===== src/verilog/smug_pkg.sv =====
// constants and types for the sleep-mode serial gating sequencer
// Functional notes
// level 0 keeps serial interface blocked
// level 0 wakes briefly per page, stays closed
// first wake event in level 0 restores level 1
// levels 5-8 cyclic; packet data keeps level
// levels 7,8 resume sleep after sms/call end
// cyclic: cts low while uart active, else high; code keeps cts high with uart open in the second half of the window
// cyclic sleep needs rts/cts hardware flow control
// both serial ports share level and cts
// cts goes low at each paging block start
// paging interval is frame times 51 times drx
// drx accepted only from 2 to 9
// cts low 4.6 ms, uart open 4.6 ms more
// start bit inside 9.2 ms window opens cts
// pending transmit character opens cts anytime
// hold 2 s (5,7) or 10 min (6,8)
// cts high: power saving, no commands accepted; code accepts commands, without power saving, in the second half of the window
// rts wakes only in level 0, falling edge
// result, call, alarm wake from 0,5,6 only
// commands and packet data never end cyclic sleep
// sms wakes 0,5,6 only with indication enabled
// level 1 command ends any cyclic sleep
// host should arm rtc alarm before level 0
// level 1 after reset
// window or hold expiry closes cts, sleeps
`default_nettype none
package smug_pkg;
    // clock and times
    localparam longint CLK_PERIOD_NS  = 25;
    localparam longint FRAME_NS       = 4615000;
    localparam longint CTS_LOW_US     = 4600;
    localparam longint MS_NS          = 1000000;
    localparam longint HOLD_SHORT_S   = 2;
    localparam longint HOLD_LONG_MIN  = 10;
    localparam logic [19:0] FRAME_CYC = 20'((FRAME_NS + CLK_PERIOD_NS - 1) / CLK_PERIOD_NS);
    localparam logic [19:0] WIN_CYC   = 20'((CTS_LOW_US * 1000 + CLK_PERIOD_NS - 1) / CLK_PERIOD_NS);
    localparam logic [19:0] MS_CYC    = 20'(MS_NS / CLK_PERIOD_NS);
    localparam logic [19:0] HOLD_SHORT_MS = 20'(HOLD_SHORT_S * 1000);
    localparam logic [19:0] HOLD_LONG_MS  = 20'(HOLD_LONG_MIN * 60 * 1000);
    localparam logic [5:0]  FRAMES_PER_BLOCK = 6'h33;
    // drx limits and reset values
    localparam logic [3:0] DRX_MIN   = 4'h2;
    localparam logic [3:0] DRX_MAX   = 4'h9;
    localparam logic [3:0] DRX_RESET = 4'h2;
    localparam logic [1:0] FLOW_NONE = 2'h0;
    localparam logic [1:0] FLOW_HW   = 2'h3;
    // functionality levels
    localparam logic [3:0] LVL_NONCYC = 4'h0;
    localparam logic [3:0] LVL_FULL   = 4'h1;
    localparam logic [3:0] LVL_C5     = 4'h5;
    localparam logic [3:0] LVL_C6     = 4'h6;
    localparam logic [3:0] LVL_C7     = 4'h7;
    localparam logic [3:0] LVL_C8     = 4'h8;
    // register byte offsets
    localparam logic [4:0] OFS_LEVEL  = 5'h00;
    localparam logic [4:0] OFS_DRX    = 5'h04;
    localparam logic [4:0] OFS_FLOW   = 5'h08;
    localparam logic [4:0] OFS_SMSIND = 5'h0c;
    localparam logic [4:0] OFS_STATUS = 5'h10;
    typedef enum logic [5:0] {
        ST_FULL       = 6'h01,
        ST_NCS        = 6'h02,
        ST_NCS_LISTEN = 6'h04,
        ST_CS_SLEEP   = 6'h08,
        ST_CS_WIN     = 6'h10,
        ST_CS_ACTIVE  = 6'h20
    } smug_state_t;
    typedef struct packed {
        logic unsolicited_result;
        logic incoming_call;
        logic rtc_alarm;
        logic incoming_sms;
    } smug_wake_t;
    typedef struct packed {
        logic [5:0] state;
        logic       power_save;
        logic       uart_en;
        logic       cts_n;
        logic [3:0] level;
    } smug_status_t;
endpackage
`default_nettype wire


===== src/verilog/smug_top.sv =====
// sleep level sequencer and serial port gating for both serial ports
`default_nettype none
module smug_top #(
    parameter logic [19:0] FRAME_CYC     = smug_pkg::FRAME_CYC,
    parameter logic [19:0] WIN_CYC       = smug_pkg::WIN_CYC,
    parameter logic [19:0] MS_CYC        = smug_pkg::MS_CYC,
    parameter logic [19:0] HOLD_SHORT_MS = smug_pkg::HOLD_SHORT_MS,
    parameter logic [19:0] HOLD_LONG_MS  = smug_pkg::HOLD_LONG_MS
) (
    // clock and reset
    input  wire logic               clock_in,
    input  wire logic               rst_n_in,
    // register port
    input  wire logic [4:0]         addr_in,
    input  wire logic [31:0]        wr_data_in,
    input  wire logic               wr_en_in,
    input  wire logic               rd_en_in,
    output logic [31:0]             rd_data_out,
    // level command from the host parser
    input  wire logic               cmd_valid_in,
    input  wire logic [3:0]         cmd_level_in,
    // serial port activity, index 0 first port, 1 second port
    input  wire logic [1:0]         rts_n_in,
    input  wire logic [1:0]         rx_start_in,
    input  wire logic [1:0]         tx_pending_in,
    input  wire logic               char_done_in,
    // modem events
    input  wire smug_pkg::smug_wake_t wake_in,
    input  wire logic               packet_active_in,
    input  wire logic               transfer_end_in,
    // gating outputs
    output logic [1:0]              cts_n_out,
    output logic                    uart_en_out,
    output logic [1:0]              host_ready_out,
    output logic                    power_save_out,
    output logic [3:0]              level_out
);
    smug_pkg::smug_state_t state_reg;
    smug_pkg::smug_state_t state_next;
    logic [3:0]  level_reg;
    logic [3:0]  level_next;
    logic [3:0]  drx_reg;
    logic [1:0]  flow_reg;
    logic        sms_ind_reg;
    logic [1:0]  rts_n_reg;
    logic [19:0] frame_cyc_reg;
    logic [8:0]  frame_num_reg;
    logic [19:0] tmr_reg;
    logic [19:0] ms_div_reg;
    logic [19:0] hold_ms_reg;
    logic [8:0]  frames_per_page;
    logic        page_start;
    logic        rts_fall;
    logic        rx_start;
    logic        tx_pend;
    logic        wake_any;
    logic        wake_lvl0;
    logic        wake_cyc;
    logic        uart_open;
    logic        cmd_ok;
    logic        activity;
    logic        hold_restart;
    logic        hold_done;
    logic [19:0] hold_limit;
    logic        cts_low;
    smug_pkg::smug_status_t status;

    function automatic logic is_cyclic(input logic [3:0] lvl);
        is_cyclic = (lvl == smug_pkg::LVL_C5) || (lvl == smug_pkg::LVL_C6) ||
                    (lvl == smug_pkg::LVL_C7) || (lvl == smug_pkg::LVL_C8);
    endfunction

    function automatic logic is_valid(input logic [3:0] lvl);
        is_valid = is_cyclic(lvl) || (lvl == smug_pkg::LVL_NONCYC) || (lvl == smug_pkg::LVL_FULL);
    endfunction

    function automatic smug_pkg::smug_state_t state_for(input logic [3:0] lvl);
        if (lvl == smug_pkg::LVL_NONCYC) begin
            state_for = smug_pkg::ST_NCS;
        end else if (is_cyclic(lvl)) begin
            // hold window runs first so the answer to the command gets out
            state_for = smug_pkg::ST_CS_ACTIVE;
        end else begin
            state_for = smug_pkg::ST_FULL;
        end
    endfunction

    // both ports are merged: one level and one cts schedule
    assign rx_start = |rx_start_in;
    assign tx_pend  = |tx_pending_in;
    assign rts_fall = |(rts_n_reg & ~rts_n_in);
    assign wake_any = wake_in.unsolicited_result | wake_in.incoming_call | wake_in.rtc_alarm |
                      (wake_in.incoming_sms & sms_ind_reg);
    assign wake_lvl0 = wake_any | rts_fall;
    assign wake_cyc  = wake_any & ((level_reg == smug_pkg::LVL_C5) || (level_reg == smug_pkg::LVL_C6));
    assign uart_open = (state_reg == smug_pkg::ST_FULL) || (state_reg == smug_pkg::ST_CS_WIN) ||
                       (state_reg == smug_pkg::ST_CS_ACTIVE);
    // cyclic levels refused until hardware handshake is selected
    assign cmd_ok = cmd_valid_in && uart_open && is_valid(cmd_level_in) &&
                    (!is_cyclic(cmd_level_in) || (flow_reg == smug_pkg::FLOW_HW));
    assign activity = rx_start | char_done_in | tx_pend | cmd_valid_in;
    assign hold_limit = ((level_reg == smug_pkg::LVL_C6) || (level_reg == smug_pkg::LVL_C8)) ?
                        HOLD_LONG_MS : HOLD_SHORT_MS;
    assign hold_done = (hold_ms_reg >= hold_limit);
    assign frames_per_page = 9'(smug_pkg::FRAMES_PER_BLOCK) * 9'(drx_reg);
    assign page_start = (frame_cyc_reg == FRAME_CYC - 20'h00001) &&
                        (frame_num_reg == frames_per_page - 9'h001);

    always_comb begin
        state_next = state_reg;
        level_next = level_reg;
        case (state_reg)
            smug_pkg::ST_FULL: begin
                if (cmd_ok) begin
                    level_next = cmd_level_in;
                    state_next = state_for(cmd_level_in);
                end
            end
            smug_pkg::ST_NCS: begin
                if (wake_lvl0) begin
                    level_next = smug_pkg::LVL_FULL;
                    state_next = smug_pkg::ST_FULL;
                end else if (page_start) begin
                    state_next = smug_pkg::ST_NCS_LISTEN;
                end
            end
            smug_pkg::ST_NCS_LISTEN: begin
                if (wake_lvl0) begin
                    level_next = smug_pkg::LVL_FULL;
                    state_next = smug_pkg::ST_FULL;
                end else if (tmr_reg == WIN_CYC - 20'h00001) begin
                    state_next = smug_pkg::ST_NCS;
                end
            end
            smug_pkg::ST_CS_SLEEP: begin
                if (wake_cyc) begin
                    level_next = smug_pkg::LVL_FULL;
                    state_next = smug_pkg::ST_FULL;
                end else if (page_start) begin
                    state_next = smug_pkg::ST_CS_WIN;
                end else if (tx_pend) begin
                    state_next = smug_pkg::ST_CS_ACTIVE;
                end
            end
            smug_pkg::ST_CS_WIN: begin
                if (wake_cyc) begin
                    level_next = smug_pkg::LVL_FULL;
                    state_next = smug_pkg::ST_FULL;
                end else if (cmd_ok) begin
                    level_next = cmd_level_in;
                    state_next = state_for(cmd_level_in);
                end else if (rx_start || tx_pend || cmd_valid_in) begin
                    state_next = smug_pkg::ST_CS_ACTIVE;
                end else if (tmr_reg == {WIN_CYC[18:0], 1'b0} - 20'h00001) begin
                    state_next = smug_pkg::ST_CS_SLEEP;
                end
            end
            smug_pkg::ST_CS_ACTIVE: begin
                if (wake_cyc) begin
                    level_next = smug_pkg::LVL_FULL;
                    state_next = smug_pkg::ST_FULL;
                end else if (cmd_ok) begin
                    level_next = cmd_level_in;
                    state_next = state_for(cmd_level_in);
                end else if (tx_pend || cmd_valid_in) begin
                    state_next = smug_pkg::ST_CS_ACTIVE;
                end else if (transfer_end_in &&
                             ((level_reg == smug_pkg::LVL_C7) || (level_reg == smug_pkg::LVL_C8))) begin
                    state_next = smug_pkg::ST_CS_SLEEP;
                end else if (hold_done) begin
                    state_next = smug_pkg::ST_CS_SLEEP;
                end
            end
            default: begin
                level_next = smug_pkg::LVL_FULL;
                state_next = smug_pkg::ST_FULL;
            end
        endcase
    end

    // level and sequencer state
    always_ff @(posedge clock_in) begin
        if (!rst_n_in) begin
            state_reg <= smug_pkg::ST_FULL;
            level_reg <= smug_pkg::LVL_FULL;
        end else begin
            state_reg <= state_next;
            level_reg <= level_next;
        end
    end

    // rts edge history
    always_ff @(posedge clock_in) begin
        if (!rst_n_in) begin
            rts_n_reg <= 2'h3;
        end else begin
            rts_n_reg <= rts_n_in;
        end
    end

    // paging schedule runs free in every level, frame by frame
    always_ff @(posedge clock_in) begin
        if (!rst_n_in) begin
            frame_cyc_reg <= 20'h00000;
            frame_num_reg <= 9'h000;
        end else if (frame_cyc_reg == FRAME_CYC - 20'h00001) begin
            frame_cyc_reg <= 20'h00000;
            // a drx change takes effect at once; a count past the new page end wraps at the frame end
            if (frame_num_reg >= frames_per_page - 9'h001) begin
                frame_num_reg <= 9'h000;
            end else begin
                frame_num_reg <= frame_num_reg + 9'h001;
            end
        end else begin
            frame_cyc_reg <= frame_cyc_reg + 20'h00001;
        end
    end

    // listen and window timer, cleared on every state change
    always_ff @(posedge clock_in) begin
        if (!rst_n_in) begin
            tmr_reg <= 20'h00000;
        end else if (state_next != state_reg) begin
            tmr_reg <= 20'h00000;
        end else begin
            tmr_reg <= tmr_reg + 20'h00001;
        end
    end

    // hold timer in milliseconds; restarted by each character
    assign hold_restart = (state_next == smug_pkg::ST_CS_ACTIVE) &&
                          ((state_reg != smug_pkg::ST_CS_ACTIVE) || activity);
    always_ff @(posedge clock_in) begin
        if (!rst_n_in) begin
            ms_div_reg  <= 20'h00000;
            hold_ms_reg <= 20'h00000;
        end else if (hold_restart) begin
            ms_div_reg  <= 20'h00000;
            hold_ms_reg <= 20'h00000;
        end else if (ms_div_reg == MS_CYC - 20'h00001) begin
            ms_div_reg <= 20'h00000;
            if (!hold_done) begin
                hold_ms_reg <= hold_ms_reg + 20'h00001;
            end
        end else begin
            ms_div_reg <= ms_div_reg + 20'h00001;
        end
    end

    // cts low: full level, active hold, first half of the paging window
    assign cts_low = (state_reg == smug_pkg::ST_FULL) || (state_reg == smug_pkg::ST_CS_ACTIVE) ||
                     ((state_reg == smug_pkg::ST_CS_WIN) && (tmr_reg < WIN_CYC));

    // gating outputs, one cycle behind the state
    always_ff @(posedge clock_in) begin
        if (!rst_n_in) begin
            cts_n_out      <= 2'h0;
            uart_en_out    <= 1'b1;
            host_ready_out <= 2'h0;
            power_save_out <= 1'b0;
            level_out      <= smug_pkg::LVL_FULL;
        end else begin
            cts_n_out      <= {2{~cts_low}};
            uart_en_out    <= uart_open;
            // rts only tells that the host can take data
            host_ready_out <= ~rts_n_in & {2{uart_open}};
            // packet data suspends saving without leaving the level
            power_save_out <= ((state_reg == smug_pkg::ST_NCS) ||
                               (state_reg == smug_pkg::ST_CS_SLEEP)) && !packet_active_in;
            level_out      <= level_reg;
        end
    end

    // software registers
    always_ff @(posedge clock_in) begin
        if (!rst_n_in) begin
            drx_reg     <= smug_pkg::DRX_RESET;
            flow_reg    <= smug_pkg::FLOW_NONE;
            sms_ind_reg <= 1'b0;
        end else if (wr_en_in) begin
            if (addr_in == smug_pkg::OFS_DRX) begin
                if ((wr_data_in[3:0] >= smug_pkg::DRX_MIN) && (wr_data_in[3:0] <= smug_pkg::DRX_MAX) &&
                    (wr_data_in[31:4] == 28'h0000000)) begin
                    drx_reg <= wr_data_in[3:0];
                end
            end else if (addr_in == smug_pkg::OFS_FLOW) begin
                flow_reg <= wr_data_in[1:0];
            end else if (addr_in == smug_pkg::OFS_SMSIND) begin
                sms_ind_reg <= wr_data_in[0];
            end
        end
    end

    assign status.state      = state_reg;
    assign status.power_save = power_save_out;
    assign status.uart_en    = uart_en_out;
    assign status.cts_n      = cts_n_out[0];
    assign status.level      = level_reg;

    // read data valid the cycle after the strobe only
    always_ff @(posedge clock_in) begin
        if (!rst_n_in) begin
            rd_data_out <= 32'h00000000;
        end else if (!rd_en_in) begin
            rd_data_out <= 32'h00000000;
        end else if (addr_in == smug_pkg::OFS_LEVEL) begin
            rd_data_out <= {28'h0000000, level_reg};
        end else if (addr_in == smug_pkg::OFS_DRX) begin
            rd_data_out <= {28'h0000000, drx_reg};
        end else if (addr_in == smug_pkg::OFS_FLOW) begin
            rd_data_out <= {30'h00000000, flow_reg};
        end else if (addr_in == smug_pkg::OFS_SMSIND) begin
            rd_data_out <= {31'h00000000, sms_ind_reg};
        end else if (addr_in == smug_pkg::OFS_STATUS) begin
            rd_data_out <= {19'h00000, status};
        end else begin
            rd_data_out <= 32'h00000000;
        end
    end
endmodule
`default_nettype wire

===== config.mk =====
export PLATFORM = sky130hd
export DESIGN_NAME = smug_top
export DESIGN_NICKNAME = d
export VERILOG_FILES = /design/src/verilog/smug_pkg.sv /design/src/verilog/smug_top.sv
export SDC_FILE = /design/constraint.sdc
export NUM_CORES = 1
export LEC_CHECK = 0
export BUFFER_PORTS_ARGS = -buffer_cell sky130_fd_sc_hd__buf_4
export CAP_MARGIN = 20
export CORE_MARGIN = 1
export CORE_UTILIZATION = 61
export CTS_CLUSTER_SIZE = 20
export DETAILED_ROUTE_END_ITERATION = 8
export GPL_ROUTABILITY_DRIVEN = 1
export GPL_TIMING_DRIVEN = 1
export PLACE_DENSITY = 0.95
export SKIP_CTS_REPAIR_TIMING = 1
export SYNTH_ARGS = -nofsm -noshare
export SYNTH_HDL_FRONTEND = slang
export SYNTH_SLANG_ARGS = --single-unit

===== constraint.sdc =====
create_clock -name clock_in -period 9.6 [get_ports clock_in]
set_clock_uncertainty 0.15 [all_clocks]
set_input_delay 2.4 -clock clock_in [delete_from_list [all_inputs] [get_ports clock_in]]
set_output_delay 2.4 -clock clock_in [all_outputs]
set_load 0.03 [all_outputs]

### After elaboration in Yosys (flattened, before gate mapping)

Index checks and enable logic that the tools add are counted.

| cells by class | value |
|---|---|
| $add $sub $neg | 6 |
| multiply operators | 1 |
| order comparisons | 5 |
| equality and inequality tests | 30 |
| multiplexer cells | 32 |
| bitwise logic cells | 19 |
| reductions and logical operators | 50 |

Operators by type and width:

| kind | number |
|---|---|
| 2-to-1 mux 6 bit | 19 |
| adder 20 x 1 -> 20 bit (second input constant) | 4 |
| equality test 20 x 18 -> 1 bit (second input constant) | 2 |
| 2-to-1 mux 4 bit | 9 |
| one-hot mux 6 bit (6 select lines) | 1 |
| logical NOT 28 bit | 1 |
| equality test 4 x 3 -> 1 bit (second input constant) | 6 |
| equality test 20 x 16 -> 1 bit (second input constant) | 1 |
| equality test 20 x 19 -> 1 bit (second input constant) | 1 |
| greater-or-equal comparator 20 bit | 1 |
| < comparator 20 x 18 -> 1 bit (second input constant) | 1 |
| 2-to-1 mux 20 bit | 1 |
| logical OR 1 bit | 18 |
| one-hot mux 4 bit (4 select lines) | 1 |
| OR reduction 2 bit | 8 |
| equality test 6 bit (second input constant) | 2 |
| equality test 5 x 4 -> 1 bit (second input constant) | 2 |
| logical AND 1 bit | 10 |
| adder 9 x 1 -> 9 bit (second input constant) | 1 |
| equality test 9 bit | 1 |
| greater-or-equal comparator 9 bit | 1 |
| multiplier 6 x 4 -> 9 bit (first input constant) | 1 |
| 2-to-1 mux 9 bit | 1 |
| subtractor 9 x 1 -> 9 bit (second input constant) | 1 |
| other kinds (30) | 49 |

| storage, ports and cells | value |
|---|---|
| bits in registers | 149 |
| bits of input ports | 59 |
| output and inout port bits | 42 |
| logic and storage cells | 162 |

### Depth between registers and ports, before layout

Gate-level depths: netlist (run 1).

| logic depth | value |
|---|---|
| depth in word-level cells | 14 |
| gate-level depth with buffers | 21 |
| depth with buffers taken out | 19 |

### Least setup slack after synthesis (run 1)

No wires, ideal clock.

| timing | value |
|---|---|
| path kind | in2reg |
| from | input port cmd_level_in[0] |
| to | register ms_div_reg[0] |
| setup time | 0.087 ns |
| data arrival time | 4.228 ns |
| data required time | 9.363 ns |
| slack | 5.134 ns |
| stages | 9 |
| path buffers | 2 |
| cell sequence | mux2_2 -> or3_1 -> a21o_1 -> buf_2 -> a211oi_2 -> a21oi_1 -> o211a_1 -> buf_2 -> nor4b_2 |

| on the way | value |
|---|---|
| cells in the longest elaborated chain, start to end | 14 |
| elaborated cells between the ends (all ways) | 26 |
| those cells by class | eq/ne: 6; mux: 8; reduce/logical: 12 |

RTL lines:

| element | RTL line | source |
|---|---|---|
| from (decl) | smug_top.sv:21 | `input wire logic [3:0] cmd_level_in,` |
| equality test 4 x 3 -> 1 bit | smug_top.sv:69 | `is_cyclic = (lvl == smug_pkg::LVL_C5) \|\| (lvl == smug_pkg::LVL_C6) \|\|` |
| logical OR 1 bit (2 in a row) | smug_top.sv:69 |  |
| logical OR 1 bit | smug_top.sv:70 | `(lvl == smug_pkg::LVL_C7) \|\| (lvl == smug_pkg::LVL_C8);` |
| logical OR 1 bit (2 in a row) | smug_top.sv:74 | `is_valid = is_cyclic(lvl) \|\| (lvl == smug_pkg::LVL_NONCYC) \|\| (lvl == smug_pkg::LVL_FULL);` |
| logical AND 1 bit (2 in a row) | smug_top.sv:99 | `assign cmd_ok = cmd_valid_in && uart_open && is_valid(cmd_level_in) &&` |
| 2-to-1 mux 6 bit (on tied branches) | smug_top.sv:162, smug_top.sv:149 |  |
| 2-to-1 mux 6 bit (on tied branches) | smug_top.sv:159, smug_top.sv:146 |  |
| one-hot mux 6 bit (6 select lines) (*) | smug_top.sv:112 | `case (state_reg)` |
| equality test 6 bit (*) | smug_top.sv:231 | `assign hold_restart = (state_next == smug_pkg::ST_CS_ACTIVE) &&` |
| logical AND 1 bit (*) | smug_top.sv:231 |  |
| OR reduction 3 bit (no source line) (*) | - |  |
| to (signal assigned) | smug_top.sv:246 | `ms_div_reg <= ms_div_reg + 20'h00001;` |
| to (decl) | smug_top.sv:49 | `logic [19:0] ms_div_reg;` |

Every way passes the cells marked *; elsewhere a longest branch is shown, timed or not.
A chain may end at the register's enable or synchronous reset.

### Worst setup path in the final report (run 1)

| timing | value |
|---|---|
| from | register drx_reg[2] |
| to | register tmr_reg[10] |

| on the way | value |
|---|---|
| cells in the longest elaborated chain, start to end | 9 |
| elaborated cells between the ends (all ways) | 11 |
| those cells by class | add/sub: 1; mul: 1; eq/ne: 2; mux: 5; reduce/logical: 2 |

RTL lines:

| element | RTL line | source |
|---|---|---|
| from (decl) | smug_top.sv:42 | `logic [3:0] drx_reg;` |
| from (signal assigned) | smug_top.sv:277 | `drx_reg <= smug_pkg::DRX_RESET;` |
| from (signal assigned) | smug_top.sv:284 | `drx_reg <= wr_data_in[3:0];` |
| multiplier 6 x 4 -> 9 bit (*) | smug_top.sv:105 | `assign frames_per_page = 9'(smug_pkg::FRAMES_PER_BLOCK) * 9'(drx_reg);` |
| subtractor 9 x 1 -> 9 bit (*) | smug_top.sv:107 | `(frame_num_reg == frames_per_page - 9'h001);` |
| equality test 9 bit (*) | smug_top.sv:107 |  |
| logical AND 1 bit (*) | smug_top.sv:106 | `assign page_start = (frame_cyc_reg == FRAME_CYC - 20'h00001) &&` |
| 2-to-1 mux 6 bit (on tied branches) | smug_top.sv:139, smug_top.sv:123 |  |
| 2-to-1 mux 6 bit (on tied branches) | smug_top.sv:136, smug_top.sv:120 |  |
| one-hot mux 6 bit (6 select lines) (*) | smug_top.sv:112 |  |
| != test 6 bit (*) | smug_top.sv:223 | `end else if (state_next != state_reg) begin` |
| OR reduction 2 bit (no source line) (*) | - |  |
| to (signal assigned) | smug_top.sv:226 | `tmr_reg <= tmr_reg + 20'h00001;` |
| to (decl) | smug_top.sv:48 | `logic [19:0] tmr_reg;` |

Marks and branches as above.

==> results of run 1 <==
-- cells in the mapped netlist (3+ instances only) --
cell type | n | share of area
nor2_1 | 67 | 0.035
nor3b_1 | 5 | 0.0052
nand2_1 | 65 | 0.034
a21o_1 | 7 | 0.0072
buf_2 | 8 | 0.0055
nor3_1 | 74 | 0.051
a211o_1 | 3 | 0.0036
o22ai_1 | 3 | 0.0026
o21ai_0 | 14 | 0.0097
nand2b_1 | 13 | 0.011
a21oi_1 | 19 | 0.013
or4_1 | 7 | 0.0072
nand4b_1 | 6 | 0.0072
dfxtp_1 | 130 | 0.36
or3_1 | 7 | 0.0060
and3_1 | 18 | 0.016
mux2i_1 | 10 | 0.014
nor2b_1 | 9 | 0.0078
xor2_1 | 52 | 0.063
ha_1 | 34 | 0.059
nor4_2 | 3 | 0.0052
a31oi_1 | 4 | 0.0034
nor4_1 | 16 | 0.014
xnor2_1 | 46 | 0.056
and4_1 | 4 | 0.0048
nand4_1 | 25 | 0.022
clkbuf_1 | 23 | 0.012
nand3_1 | 37 | 0.026
and2_1 | 18 | 0.016
inv_1 | 29 | 0.015
nand3b_1 | 5 | 0.0052
a21boi_0 | 7 | 0.0072
buf_4 | 20 | 0.021
a211oi_1 | 4 | 0.0041
o211ai_1 | 3 | 0.0031
nor4b_1 | 5 | 0.0060
-- power by group --
group	internal (W)	total, W	switching [W]	leakage, nW
Combinational	0.0000320	0.0000789	0.0000469	1.96
Clock	0.000394	0.000629	0.000235	0.269
Sequential	0.000546	0.000552	0.00000606	1.05
Total	0.000972	0.00126	0.000288	3.28
-- cells by family (layout without fill, tap and decap cells) --
| family | count (synthesis) | in the layout | synth area share |
|---|---|---|---|
| and+or+nand+nor | 394 | 394 | 0.292 |
| other | 1 | 19 | 0.000517 |
| muxes | 12 | 12 | 0.0169 |
| DFF | 130 | 130 | 0.359 |
| buffers and inverters | 82 | 145 | 0.0562 |
| xor gates and xnor gates | 98 | 98 | 0.118 |
| adders and majority gates | 37 | 37 | 0.0657 |
| AOI/OAI and AO/OA | 94 | 94 | 0.0921 |
-- worst reg2reg max path, delay by kind of cell (launching register included) --
family | cells | cell delay (ns)
AO/OA/AOI/OAI | 6 | 1.44
XOR/XNOR | 2 | 0.45
adder cells (fa/ha/maj) | 3 | 0.96
buffers and inverters | 2 | 0.17
flip-flops | 1 | 0.54
AND/OR/NAND/NOR | 5 | 1.48
-- metal layers --
layer,share of wire,wire [um],global-route usage,up-vias
met1,0.41,7130,0.343,3042
met4,0.037,637,0.136,0
met5,0,0,0,-
li1,-,-,-,3119
met3,0.090,1560,0.0826,69
met2,0.46,8040,0.467,313
-- stage by stage --
| stage | hold WS, ns | util | setup WS, ns | cells | total power [W] |
|---|---|---|---|---|---|
| after floorplan | 0.280 | - | 5.13 | 866 | 0.000616 |
| after global placement | 0.300 | 0.681 | 4.41 | 1041 | 0.000639 |
| after detailed placement | 0.306 | 0.681 | 4.31 | 1041 | 0.000640 |
| after CTS | 0.319 | 0.731 | 4.46 | 1072 | 0.00126 |
| after global routing | 0.337 | 0.731 | 4.08 | 1072 | 0.00130 |
| final | 0.316 | 0.731 | 4.32 | 1072 | 0.00126 |
-- path summary, 6_finish.rpt --
check,slack (ns),startpoint,depth (start not counted),end
min,0.32,frame_cyc_reg[0],1,frame_cyc_reg[0]
max,4.32,drx_reg[2],18,tmr_reg[10]
max reg2reg,4.32,drx_reg[2],18,tmr_reg[10]
min reg2reg,0.32,frame_cyc_reg[0],1,frame_cyc_reg[0]
-- final cells by class --
class,count,area [um2]
clock buffer,23,468
clock inverter,8,105
fill,796,3100
inverter,29,109
multi-input combinational,654,4310
sequential,130,2600
tap,143,179
timing repair buffer,85,638
==> metrics, run 1 <==
outcome=finished, violations left; failing checks=design-rule violations; commonest non-fill, non-tap cells in the layout=dfxtp_1 (130), buf_4 (85), nor3_1 (74); Final Net Count=just over 1k; CP Launch Type=flip-flop; initial antenna violation count=0; CP Cell Sequence=inv_1, ha_1, xnor2_1, inv_1, ha_1, a21o_1, a21oi_1, o21bai_1, a21oi_1, o21ai_0, xnor2_1, ha_1, nand4_1, or3_1, nor3_1, nor4_1, o31a_1, nor3_1; io pins=101; max_slew headroom=0.379; drt pass-1 iters=9; Die ar.=12300 um2; Final period util=0.550; Num CTS Buffers=17; CTS tree=done; GR Util All Layers=0.285; Req. time, crit path=approximately 10 ns; Post-Syn Area per Cell=8.56 um2; Final setup viols=0; initial DRC count=705; GPL Wtd Cong=0.972; Reg clk slew, reported paths=roughly 0.050 ns; post-route ant nets=0; CP Buf/Inv Count=2; die height=111 um; Initial Utilization=0.630; largest net degree at the start of global routing=41; Main synth FF type=dfxtp_1; worst-case clock buffer depth=2; Wirelength per Cell=about 16 um; Row Count=39; Clock Sinks=130; critical path class=reg -> reg; Least-Margin Pin Slew=0.931 ns; Top delay family on crit path=simple AND/OR/NAND/NOR gates; power density cells=150 nW/um2; CORE AREA=11500 um2; fin area=8410 um2; IO Port Bufs=a little over 80; vias in the first global route=6131; Max Slew Vio Count=0; Syn. warnings=0; Post-synth EDFFs=0; P_leak=3.28 nW; final hold violation count=0; Gate Count Post-Synth=848; Critical Path AT=approximately 5.5 ns; Post-Syn Area=roughly 7300 um2; peak supply drop=0.000126 V; Vias/cell=6.10; crit-path max cell delay=0.54 ns; Area Overhead vs Synth=16.0%; Setup TNS=0 ns; first-pass GRT wire length=28300 um; DP Area=7840 um2; RSZ-0062 raised after global routing=false; commonest non-fill, non-tap cell in the layout=dfxtp_1; proportion of layout cells with a drive suffix above 1=0.137; max_cap viols=0; Worst Setup End Kind=flip-flop; DPL Wire Length=11700 um; max frequency=0.189 GHz; Worst Hold Class=reg -> reg; DRC=28; Critical Path Most Common Cell=ha_1; Crit-path slowest cell=dfxtp_1; CTS H-tree depth=4; DR vias=6543; n_diodes=0; post-route minimum period=between 5 and 6 ns; crit-path max FO=20; ys async rst share=0; clk_lat worst skew=0.43 ns; Die X=111 um; Root Driver=clkbuf_16; #FFs+latches synth=130; sequential share of the synthesized area=0.359; drt total wl=17400 um; Yosys cell types=72; gr ovfl total=0
(Power assumes the default switching activity.)
==> inputs of run 2 (changes only) <==
- ABC_AREA: default -> 1
- CORE_UTILIZATION: 61 -> 53
- PLACE_DENSITY: 0.95 -> 0.88
- clock period: 9.6 -> 4.5 ns (I/O delays scaled with it)
==> run 2 against run 1 <==
  * The run now ends clean
  * Hold slack worse by 0.025 ns
  * Total power is 140% higher
  * Synthesized cell count is 31% higher
  * Sequential share of layout area is 2.9 points lower
  * Critical path depth is 8 higher
==> metrics, run 2 <==
CP Launch Type=flip-flop (unchanged); post-route minimum period=4.30 ns (was 5.28 ns); CTS tree=done (unchanged); sequential share of the synthesized area=0.333 (was 0.359); peak supply drop=0.000306 V (was 0.000126 V); n_diodes=0 (unchanged); Initial Utilization=0.554 (was 0.630); DP Area=8510 um2 (was 7840 um2); FF-to-FF Start=drx_reg[1] (was drx_reg[2]); Worst Setup Slack, final=0.199 ns (was 4.32 ns); Reg clk slew, reported paths=0.06 ns (was 0.05 ns); Worst Setup End Kind=flip-flop (unchanged); GPL Wtd Cong=0.944 (was 0.972); Final Net Count=1304 (was 1012); drt total wl=19800 um (was 17400 um); vias in the first global route=6945 (was 6131); worst slack, placed=0.0216 ns (was 4.31 ns); gr ovfl total=0 (unchanged); max_slew headroom=0.577 (was 0.379); Synth top area share=0.333 (was 0.359); Syn. warnings=0 (unchanged); dominant cells by area after synthesis=dfxtp_1 (33%), nand2_1 (9.7%), inv_1 (7.4%), nor2_1 (6.6%), ha_1 (5.5%) (was dfxtp_1 (36%), xor2_1 (6.3%), ha_1 (5.9%), xnor2_1 (5.6%), nor3_1 (5.1%)); Main synth FF type=dfxtp_1 (unchanged); end of the worst register-to-register path=tmr_reg[17] (was tmr_reg[10]); DPL Wire Length=14000 um (was 11700 um); die height=123 um (was 111 um); Die X=123 um (was 111 um); Power, Total=0.00296 W (was 0.00126 W); Wirelength per Cell=14.1 um (was 16.2 um); CORE AREA=14100 um2 (was 11500 um2); crit-path max FO=6 (was 20); Hold Crit Depth=1 (unchanged); commonest non-fill, non-tap cells in the layout=nand2_1 (198), inv_1 (150), nor2_1 (135) (was dfxtp_1 (130), buf_4 (85), nor3_1 (74)); Vias/cell=5.47 (was 6.10); commonest non-fill, non-tap cell in the layout=nand2_1 (was dfxtp_1); Row Count=43 (was 39); drt pass-1 iters=5 (was 9); Die ar.=15200 um2 (was 12300 um2); CTS H-tree depth=4 (unchanged); Max Slew Vio Count=0 (unchanged); Post-Syn Area=7800 um2 (was 7260 um2); ys async rst share=0 (unchanged); worst-case clock buffer depth=2 (unchanged); CP Buf/Inv Count=7 (was 2); WHS Endpoint=frame_cyc_reg[0] (unchanged); io pins=101 (unchanged); R2R depth=26 (was 18); Num CTS Buffers=17 (unchanged); #FFs+latches synth=130 (unchanged); initial DRC count=633 (was 705); outcome=completed (was finished, violations left); fin area=9300 um2 (was 8410 um2); max_cap viols=0 (unchanged); Root Driver=clkbuf_16 (unchanged); most numerous cell in the Yosys netlist=nand2_1 (was dfxtp_1); Crit-path slowest cell=fa_1 (was dfxtp_1); crit-path max cell delay=0.51 ns (was 0.54 ns); post-synth top area cell=dfxtp_1 (unchanged); Post-synth EDFFs=0 (unchanged); max frequency=0.232 GHz (was 0.189 GHz); Gate Count Post-Synth=1113 (was 848); Yosys cell types=56 (was 72); most frequent cells after synthesis=nand2_1 (201), inv_1 (153), nor2_1 (137) (was dfxtp_1 (130), nor3_1 (74), nor2_1 (67)); initial antenna violation count=0 (unchanged); largest net degree at the start of global routing=24 (was 41); fillers=1148 (was 796); power density cells=319 nW/um2 (was 150 nW/um2); Area Overhead vs Synth=19.2% (was 16.0%); Final setup viols=0 (unchanged); Worst Hold Class=reg -> reg (unchanged); clk_lat worst skew=0.42 ns (was 0.43 ns); proportion of layout cells with a drive suffix above 1=0.169 (was 0.137); GR Util All Layers=0.258 (was 0.285); Clock Sinks=130 (unchanged); first-pass GRT wire length=31200 um (was 28300 um); Post-Syn Area per Cell=7.01 um2 (was 8.56 um2); final hold violation count=0 (unchanged); flop2flop setup slack=0.20 ns (was 4.32 ns); DR vias=7663 (was 6543); Hold Startpoint=frame_cyc_reg[0] (unchanged); Top delay family on crit path=adder cells (was simple AND/OR/NAND/NOR gates); Least-Margin Pin Slew=0.631 ns (was 0.931 ns); critical path class=reg -> reg (unchanged); DRC=0 (was 28); Setup TNS=0 ns (unchanged); P_leak=3.93 nW (was 3.28 nW); post-route ant nets=0 (unchanged); Req. time, crit path=4.71 ns (was 9.77 ns); Critical Path AT=4.51 ns (was 5.46 ns); Final period util=0.956 (was 0.550); IO Port Bufs=81 (unchanged)
[run 2: kinds of logic (layout without fill, tap and decap cells)]
| logic type | count (synthesis) | count (layout) | synth area share |
|---|---|---|---|
| AOI/OAI and AO/OA | 111 | 111 | 0.0823 |
| xor gates and xnor gates | 52 | 52 | 0.0584 |
| adders and majority gates | 36 | 36 | 0.0596 |
| buffers and inverters | 196 | 285 | 0.107 |
| DFF | 130 | 130 | 0.333 |
| other | 1 | 19 | 0.000481 |
| and+or+nand+nor | 587 | 587 | 0.359 |
[run 2: cell type report]
class / count / area (um2) / share of cell area
Inverter: 161 / 604 / 0.0650
Tap cell: 180 / 225 / 0.0242
Clock inverter: 10 / 111 / 0.0120
Multi-Input combinational cell: 805 / 4530 / 0.487
Clock buffer: 20 / 457 / 0.0491
Sequential cell: 130 / 2610 / 0.280
Timing Repair Buffer: 94 / 764 / 0.0822
[run 2: worst max-delay path by stage]
stage,startpoint,endpoint,slack [ns],cells after the start
2_1_floorplan,drx_reg[3],tmr_reg[7],0.48,28
3_3_place_gp,drx_reg[3],tmr_reg[12],0.15,28
3_5_place_dp,drx_reg[3],tmr_reg[13],0.02,28
4_1_cts,drx_reg[3],tmr_reg[13],-0.01,28
5_1_grt,drx_reg[2],tmr_reg[17],-0.03,27
6_report,drx_reg[1],tmr_reg[17],0.20,26
[run 2: stage by stage]
stage                     hold WS (ns)   util  instances
after floorplan                  0.263      -       1131
after global placement           0.275  0.604       1362
after detailed placement         0.286  0.604       1362
after CTS                        0.295  0.644       1392
after global routing             0.325  0.660       1400
final                            0.292  0.660       1400
[run 2: worst reg2reg max path, cell delays in order (launching register included)]
cell       delay [ns]
dfxtp_4          0.37
inv_1            0.09
ha_1             0.30
fa_1             0.51
inv_1            0.05
ha_1             0.34
inv_2            0.10
o21ai_2          0.07
a21o_1           0.19
a21oi_2          0.15
xor2_1           0.18
ha_1             0.31
nand2_2          0.10
inv_2            0.04
nand3_1          0.05
nor2_1           0.05
nand3b_1         0.16
nand3_1          0.09
nand2_1          0.09
inv_2            0.04
buf_4            0.13
nand3_1          0.06
nand2_1          0.07
nor2_2           0.15
nand3_4          0.14
clkbuf_16        0.20
nor2_2           0.07
[run 2: report_power, final]
group          switching, W  internal [W]  leakage (nW)
clock network      0.000492      0.000833         0.274
logic              0.000259      0.000172          2.60
registers         0.0000256       0.00118          1.05
[run 2: routing by layer]
layer  vias up  part of all wire  GRT usage
li1       3795                 -          -
met1      3527              0.42      0.318
met2       273              0.49      0.429
met3        68             0.059     0.0613
met4         0             0.030      0.108
met5         -                 0          0
